## src/design/mcal_pkg.sv

```systemverilog
package mcal_pkg;

   // ---------------------------------------------------------------
   // register indices (byte address is four times the index)
   // ---------------------------------------------------------------
   localparam logic [9:0] IDX_ACTIVE_POWER_GAIN_A = 10'h0f6;
   localparam logic [9:0] IDX_PHASE_COMPENSATION = 10'h0f7;
   localparam logic [9:0] IDX_ACTIVE_POWER_LOWCUR_A = 10'h0f8;
   localparam logic [9:0] IDX_REACTIVE_POWER_GAIN_A = 10'h0f9;
   localparam logic [9:0] IDX_REACTIVE_POWER_GAIN_B = 10'h0fa;
   localparam logic [9:0] IDX_REACTIVE_POWER_LOWCUR_A = 10'h0fb;
   localparam logic [9:0] IDX_REACTIVE_POWER_LOWCUR_B = 10'h0fc;
   localparam logic [9:0] IDX_CURRENT_RMS_GAIN_A = 10'h0fd;
   localparam logic [9:0] IDX_CURRENT_RMS_LOWCUR_A = 10'h0fe;
   localparam logic [9:0] IDX_VOLTAGE_RMS_GAIN = 10'h0ff;
   localparam logic [9:0] IDX_ACTIVE_POWER_GAIN_B = 10'h100;
   localparam logic [9:0] IDX_ACTIVE_POWER_LOWCUR_B = 10'h101;
   localparam logic [9:0] IDX_CURRENT_RMS_GAIN_B = 10'h102;
   localparam logic [9:0] IDX_CURRENT_RMS_LOWCUR_B = 10'h103;
   localparam logic [9:0] IDX_ADC_BIAS_OFFSET_A = 10'h104;
   localparam logic [9:0] IDX_ADC_BIAS_OFFSET_B = 10'h105;
   localparam logic [9:0] IDX_VOLTAGE_ADC_BIAS_OFFSET = 10'h106;
   localparam logic [9:0] IDX_BANDPASS_COEFFICIENT = 10'h107;
   localparam logic [9:0] IDX_VOLTAGE_RMS_LOWCUR = 10'h108;
   localparam logic [9:0] IDX_CONFIG_CHECKSUM = 10'h109;
   localparam logic [9:0] IDX_SOFT_RESET_KEY = 10'h1be;

   // ---------------------------------------------------------------
   // bank shape, fields, values
   // ---------------------------------------------------------------
   localparam int unsigned MCAL_NREG = 19;
   localparam logic [4:0] SLOT_PHASE = 5'h01;
   localparam logic [4:0] SLOT_BPF = 5'h11;
   localparam int unsigned PH_B_MSB = 24;
   localparam int unsigned PH_B_LSB = 16;
   localparam int unsigned PH_A_MSB = 8;
   localparam int unsigned PH_A_LSB = 0;
   localparam logic [31:0] CAL_RESET = 32'h0000_0000;
   localparam logic [31:0] SOFT_RESET_KEY = 32'h4572_beaf;
   localparam logic [31:0] CHECK_TARGET = 32'hffff_ffff;
   // value the host loads when sampling runs near 3.2 MHz
   localparam logic [31:0] BPF_COEF_3M2 = 32'h8067_64b6;

   typedef logic [MCAL_NREG-1:0][31:0] mcal_bank_t;

   typedef struct packed {
      logic psel;
      logic penable;
      logic pwrite;
      logic [11:0] paddr;
      logic [31:0] pwdata;
      logic [3:0] pstrb;
   } mcal_apb_req_s;

   // one step is 0.005 degree at 3.2768 MHz sampling, range +/-1.28 degree
   typedef struct packed {
      logic signed [8:0] chan_b;
      logic signed [8:0] chan_a;
   } mcal_phase_s;

endpackage

```

## src/design/mcal_regs.sv

```systemverilog
// The APB slave port was left to the implementer.
`timescale 1ns/100ps
`default_nettype none
module mcal_regs
   import mcal_pkg::*;
(
   // clock and reset
   input wire logic i_mclk,
   input wire logic i_rst_n,
   // receive-line reset and external configuration sum
   input wire logic i_rx_rst,
   input wire logic [31:0] i_cfg_sum,
   // apb slave
   input wire mcal_apb_req_s i_apb,
   output var logic o_pready,
   output var logic [31:0] o_prdata,
   output var logic o_pslverr,
   // values to the metering datapath
   output var mcal_bank_t o_cal,
   output var mcal_phase_s o_phase,
   output var logic o_ph_a_dly_volt,
   output var logic o_ph_b_dly_volt,
   output var logic [31:0] o_bpf_coef,
   // system status
   output var logic o_cfg_ok,
   output var logic o_sys_rst
);

   // ---------------------------------------------------------------
   // decode helpers
   // ---------------------------------------------------------------
   // the bank is one contiguous run of indices, one slot per register
   function automatic logic in_bank(input logic [9:0] idx);
      in_bank = (idx >= IDX_ACTIVE_POWER_GAIN_A) && (idx <= IDX_VOLTAGE_RMS_LOWCUR);
   endfunction

   function automatic logic [4:0] slot_of(input logic [9:0] idx);
      logic [9:0] diff;
      diff = idx - IDX_ACTIVE_POWER_GAIN_A;
      slot_of = diff[4:0];
   endfunction

   function automatic logic [31:0] merge(input logic [31:0] old,
                                         input logic [31:0] wd,
                                         input logic [3:0] strb);
      logic [31:0] res;
      res = old;
      for (int b = 0; b < 4; b++) begin
         if (strb[b]) begin
            res[8*b +: 8] = wd[8*b +: 8];
         end
      end
      merge = res;
   endfunction

   function automatic logic [31:0] bank_sum(input mcal_bank_t bank);
      logic [31:0] acc;
      acc = 32'h0000_0000;
      for (int i = 0; i < MCAL_NREG; i++) begin
         acc = acc + bank[i];
      end
      bank_sum = acc;
   endfunction

   // ---------------------------------------------------------------
   // bus phase decode
   // ---------------------------------------------------------------
   logic [9:0] word_idx;
   logic setup_ph;
   logic wr_take;
   logic hit_bank;
   logic hit_checksum;
   logic hit_key;
   logic mapped;
   logic [4:0] slot;
   logic clr_all;
   logic [31:0] checksum_q;

   assign word_idx = i_apb.paddr[11:2];
   assign setup_ph = i_apb.psel && !i_apb.penable;
   // a write lands only at the edge where the master sees pready
   assign wr_take = i_apb.psel && i_apb.penable && o_pready && i_apb.pwrite;
   assign hit_bank = in_bank(word_idx);
   assign hit_checksum = (word_idx == IDX_CONFIG_CHECKSUM);
   assign hit_key = (word_idx == IDX_SOFT_RESET_KEY);
   assign mapped = hit_bank || hit_checksum || hit_key;
   assign slot = slot_of(word_idx);
   // all three reset sources act alike on the bank
   assign clr_all = !i_rst_n || i_rx_rst || o_sys_rst;

   // ---------------------------------------------------------------
   // apb answer: one wait-free access phase after setup
   // ---------------------------------------------------------------
   always_ff @(posedge i_mclk) begin
      if (!i_rst_n) begin
         o_pready <= 1'b0;
         o_pslverr <= 1'b0;
      end else begin
         o_pready <= setup_ph;
         o_pslverr <= setup_ph && !mapped;
      end
   end

   always_ff @(posedge i_mclk) begin
      if (!i_rst_n) begin
         o_prdata <= 32'h0000_0000;
      end else if (setup_ph && !i_apb.pwrite) begin
         if (hit_bank) begin
            o_prdata <= o_cal[slot];
         end else if (hit_checksum) begin
            o_prdata <= checksum_q;
         end else begin
            // the key register and unmapped words read as zero
            o_prdata <= 32'h0000_0000;
         end
      end
   end

   // ---------------------------------------------------------------
   // calibration bank
   // ---------------------------------------------------------------
   // the bank drives the datapath directly, so a write counts from the
   // next cycle; a half-written multi-lane update is the host's concern
   always_ff @(posedge i_mclk) begin
      if (clr_all) begin
         o_cal <= '0;
      end else if (wr_take && hit_bank) begin
         o_cal[slot] <= merge(o_cal[slot], i_apb.pwdata, i_apb.pstrb);
      end
   end

   always_ff @(posedge i_mclk) begin
      if (clr_all) begin
         checksum_q <= CAL_RESET;
      end else if (wr_take && hit_checksum) begin
         checksum_q <= merge(checksum_q, i_apb.pwdata, i_apb.pstrb);
      end
   end

   // ---------------------------------------------------------------
   // software reset key
   // ---------------------------------------------------------------
   // full word must match; partial strobes never arm the reset
   always_ff @(posedge i_mclk) begin
      if (!i_rst_n) begin
         o_sys_rst <= 1'b0;
      end else begin
         o_sys_rst <= wr_take && hit_key && (i_apb.pstrb == 4'hf)
                      && (i_apb.pwdata == SOFT_RESET_KEY);
      end
   end

   // ---------------------------------------------------------------
   // configuration check
   // ---------------------------------------------------------------
   logic [31:0] total;
   assign total = bank_sum(o_cal) + checksum_q + i_cfg_sum;

   always_ff @(posedge i_mclk) begin
      if (!i_rst_n) begin
         o_cfg_ok <= 1'b0;
      end else begin
         o_cfg_ok <= (total == CHECK_TARGET);
      end
   end

   // ---------------------------------------------------------------
   // field views for the datapath
   // ---------------------------------------------------------------
   // sign bit set means delay the voltage path, clear means current path
   assign o_phase.chan_b = o_cal[SLOT_PHASE][PH_B_MSB:PH_B_LSB];
   assign o_phase.chan_a = o_cal[SLOT_PHASE][PH_A_MSB:PH_A_LSB];
   assign o_ph_b_dly_volt = o_cal[SLOT_PHASE][PH_B_MSB];
   assign o_ph_a_dly_volt = o_cal[SLOT_PHASE][PH_A_MSB];
   // the coefficient is not range-checked, only summed into the configuration check;
   // a wrong value also degrades frequency and phase measurement
   assign o_bpf_coef = o_cal[SLOT_BPF];
endmodule
`default_nettype wire

```

## config.mk

```make
export PLATFORM = sky130hd
export DESIGN_NAME = mcal_regs
export DESIGN_NICKNAME = d
export VERILOG_FILES = /design/src/design/mcal_pkg.sv /design/src/design/mcal_regs.sv
export SDC_FILE = /design/constraint.sdc
export NUM_CORES = 2
export LEC_CHECK = 0
export BUFFER_PORTS_ARGS = -buffer_cell sky130_fd_sc_hd__clkbuf_2
export CORE_MARGIN = 2
export CORE_UTILIZATION = 50
export CTS_CLUSTER_DIAMETER = 30
export DETAILED_ROUTE_END_ITERATION = 16
export GPL_TIMING_DRIVEN = 0
export PLACE_DENSITY = 0.82
export SYNTH_ARGS = -nofsm -noshare
export SYNTH_HDL_FRONTEND = slang
export SYNTH_SLANG_ARGS = --single-unit
```

## constraint.sdc

```tcl
create_clock -name i_mclk -period 8.55 [get_ports i_mclk]
set_input_delay 1.2825 -clock i_mclk [delete_from_list [all_inputs] [get_ports i_mclk]]
set_output_delay 1.2825 -clock i_mclk [all_outputs]
set_load 0.01 [all_outputs]
```

# == Word level (Yosys, flattened, before mapping) ==
# Index checks and enable logic that the tools add are counted.
# word_totals
regBits,676
in_bits,86
# op_classes
addsub,21
magnitude_cmp,4
eq_ne,5
mux,19
reduce_logical,25
# ops
cell,n
adder 32 bit,20
bitwise mux 608 bit,1
binary-select mux 32 bit (select 5 bit),1
demux 32 bit (select 5 bit),1
two-way mux 32 bit,4
two-way mux 8 bit,12
== test 32 x 31 -> 1 bit (second input constant),1
== test 32 bit (second input constant),1
== test 10 x 9 -> 1 bit (second input constant),2
logical AND 1 bit,13
>= comparator 10 x 8 -> 1 bit (second input constant),1
less-or-equal comparator 10 x 9 -> 1 bit (second input constant),1
AND reduction 2 bit,4
less-than comparator 5 x 6 -> 1 bit (second input constant),1
>= comparator 5 x 1 -> 1 bit (second input constant),1
subtractor 5 bit (second input constant),1
== test 4 bit (second input constant),1
zero test 1 bit,4
logical OR 1 bit,4

# == Depth between registers and ports, before layout ==
# logic_depth
word_depth,21
mapped_depth,24

# == Least setup slack after synthesis ==
# Ideal clock, no wire load.
# synth_timing
kind,input to register
startpoint,in i_cfg_sum[2]
endpoint,reg o_cfg_ok
arrival_time_ps,7138
t_required_ps,8458
setup_slack_ps,1320
path_stages,20
cell_sequence,fa_1 > inv_1 > fa_1 > fa_1 > fa_1 > fa_1 > fa_1 > fa_1 > inv_1 > ha_1 > fa_1 > xnor2_1 > or4_1 > nor4_2 > nand4_1 > nor4_1 > o2111ai_1 > nor4b_2 > nand4_1 > nor4_1
# synth_between
elab_chain_len,2
# synth_rtl
element,line,text
"start, declared",mcal_regs.sv:12,"input wire logic [31:0] i_cfg_sum,"
adder 32 bit,mcal_regs.sv:157,assign total = bank_sum(o_cal) + checksum_q + i_cfg_sum;
== test 32 bit,mcal_regs.sv:163,o_cfg_ok <= (total == CHECK_TARGET);
"end signal, assigned",mcal_regs.sv:163,
"end, declared",mcal_regs.sv:25,"output var logic o_cfg_ok,"
# Every way passes these cells.
# A chain may end at the register's enable or synchronous reset.

# == Worst setup path in the final report ==
# Same ends and word-level chain as after synthesis.

==> results_dict.tcl <==
set metrics [dict create \
    status "complete, no violations" \
    vias 43670 \
    die_area_um2 92300 \
    grt_pass1_vias 42098 \
    cp_data_arrival_time_ns 8.96 \
    grt_max_degree 17 \
    synth_top_cell_by_area "dfxtp_1" \
    start_util 0.506 \
    power_density_nw_per_um2 185 \
    rsz0062_at_grt "false" \
    hpwlAfterDp_um 193000 \
    min_period_over_period 0.977 \
    antenna_left 0 \
    max_stage_delay_ns 0.65 \
    wl_per_cell_um 34.7 \
    drive_above_1_share 0.250 \
    grt_usage 0.508 \
    ctsHoldBuffers 0 \
    cp-end-kind "register" \
    cts_buffers 159 \
    drt_iter0_drc 6609 \
    ys_seq_area_frac 0.301 \
    io_buffers 773 \
    synth-async-reset-ratio 0 \
    h-tree-depth 4 \
    rows 109 \
    synth_most_common_cell "nor2_1" \
    setup_tns_ns 0 \
    netlist_instances 4598 \
    tightest_slew_ns 1.43 \
    antenna_found_initial 26 \
    gp_congestion 1.09 \
    clk_latency_ns 0.80 \
    core-area_um2 88800 \
    ios 782 \
    crit_path_max_fanout 2 \
    dieWidth_um 304 \
    skew_ns 0.0363 \
    clkTransAtPathRegs_ns 0.04 \
    synth_ff_type "dfxtp_1" \
    worstHoldPathType "register to register" \
    startpoint_type "input port" \
    yosys_warnings 0 \
    critPathRequiredTime_ns 9.17 \
    syn2layout_area_growth_pct 24.8 \
    ys_seq_elements 676 \
    synth_edf_count 0 \
    clock-sinks 676 \
    netlist.area_leader.share 0.301 \
    synth_fp_nets 5299 \
    viasPerCell 6.38 \
    routed_wl_um 237000 \
    drc 0 \
    max_freq_mhz 120 \
    cts_root_buffer "clkbuf_16" \
    vdd_drop_max_mv 0.212 \
    crit_type "input port to register" \
    clock_path_buffers 3 \
    syn_area_um2 44900 \
    relSlewSlack 0.0418 \
    finalSetupViolations 0 \
    syn-mean-instance-area_um2 9.77 \
    grt_pass1_wl_um 327000 \
    critPathSlowestCell "fa_1" \
    crit_top_cell "fa_1" \
    ys_top_cells_by_count "nor2_1 (898), dfxtp_1 (676), fa_1 (573), inv_1 (500), a21oi_1 (379)" \
    hold_viol 0 \
    utilization 0.632 \
    cp_num_buf_inv 3 \
    fin_nets 6233 \
    n_fill_cell 7459 \
    crit_path_cell_trace "clkbuf_2 -> fa_1 -> inv_1 -> fa_1 -> fa_1 -> fa_1 -> fa_1 -> fa_1 -> fa_1 -> inv_1 -> fa_1 -> and4_1 -> o211ai_1 -> a2111oi_0 -> nand4_1 -> nor4_1 -> o2111ai_1 -> nor4b_2 -> nand4_1 -> nor4_4" \
    static-leakage-power_uw 0.0216 \
    fin_crit_ns 8.35 \
    dr.pass1.iters 6 \
    synth_area_leaders "dfxtp_1 (30%), fa_1 (26%), nor2_1 (7.5%)" \
    crit_family "adder cells" \
    netlist-cell-type-count 69 \
    p_total_uw 10400 \
    die_y_um 304 \
    drv_cap 0 \
    slew_viol_final 0 \
    cts_tree "done" \
    grt_overflow 0 \
]
## path summary, 6_finish.rpt
kind                                from                     endpoint  slack [ns]  cells after the start
max                         i_cfg_sum[2]          o_cfg_ok$_SDFF_PN0_        0.20                     20
min          checksum_q[25]$_SDFFE_PP0P_  checksum_q[25]$_SDFFE_PP0P_        0.50                      2
max reg2reg       o_cal[32]$_SDFFE_PP0P_          o_cfg_ok$_SDFF_PN0_        0.27                     22
min reg2reg  checksum_q[25]$_SDFFE_PP0P_  checksum_q[25]$_SDFFE_PP0P_        0.50                      2
## cell usage in the layout (no fill, tap or decap), drive strengths merged, types with 10 or more instances in the layout
master and n:
o2bb2ai 20, o211a 32, a211oi 327, nand2b 17
nor3 19, clkinvlp 25, diode 12, nor2 900
bufinv 22, nor4 10, ha 42, dfxtp 676
a21oi 380, o21a 28, clkbuf 1186, buf 175
mux2i 71, mux2 20, o211ai 25, nand3 18
o21ai 58, mux4 139, xnor2 43, clkinv 36
fa 573, xor2 11, o22ai 21, nand2 200
inv 512
## sequential cells by signal, summed over array words and instances (netlist names)
| register | count |
|---|---|
| o_prdata | 32 |
| o_sys_rst | 1 |
| o_cfg_ok | 1 |
| o_bpf_coef | 32 |
| o_pready | 1 |
| checksum_q | 32 |
| o_cal | 576 |
| o_pslverr | 1 |
## power breakdown
part	switching, uW	internal [uW]
Combinational	513	181
Sequential	7.21	3170
Clock	2170	4360
Total	2690	7710
## routing by layer
layer,part of all wire,track usage,vias to the layer above,wire [um]
met3,0.14,0.198,1055,34400
met4,0.094,0.381,30,22400
met1,0.34,0.606,21443,80000
met2,0.42,0.746,4027,100000
met5,0.00093,0,-,220
li1,-,-,17115,-
## through the flow
stage	area (um^2)	hold WS (ns)	worst slack, ns	cells
2_1_floorplan	44900	0.458	1.32	4598
3_3_place_gp	50300	0.471	-0.998	6536
3_5_place_dp	50300	0.483	-0.937	6536
4_1_cts	56000	0.489	0.0978	6832
5_1_grt	56100	0.510	0.172	6839
6_report	56100	0.495	0.200	6844
## cell families after synthesis
logic type	count (synthesis)	share of synthesized area
compound gates	917	0.131
buf+inv	887	0.0853
fa+ha+maj	615	0.267
simple gates	1218	0.110
flops	676	0.301
xor+xnor	55	0.0115
mux	230	0.0937
## layout make-up
class | instances | area (um^2) | area share
multi-input combinational | 3035 | 27600 | 0.492
sequential | 676 | 13500 | 0.241
clock buffer | 201 | 4440 | 0.0791
timing repair buffer | 773 | 3870 | 0.0690
buffer | 387 | 1960 | 0.0349
inverter | 500 | 1880 | 0.0335
tap | 1165 | 1460 | 0.0260
clock inverter | 95 | 1340 | 0.0238
antenna | 12 | 30.0 | 0.000535
## worst min-delay path, cell delays in order, from the launching register on
cell	delay [ns]
dfxtp_1	0.33
nand2_1	0.06
a21oi_1	0.05
## repair_timing
item,4_1_cts,5_1_grt
buffers inserted,0,0
gates resized for setup,1,2
setup endpoints to repair,1,1
endpoints found under the hold margin,0,0
No activity file was read; power rests on OpenSTA's default activity.
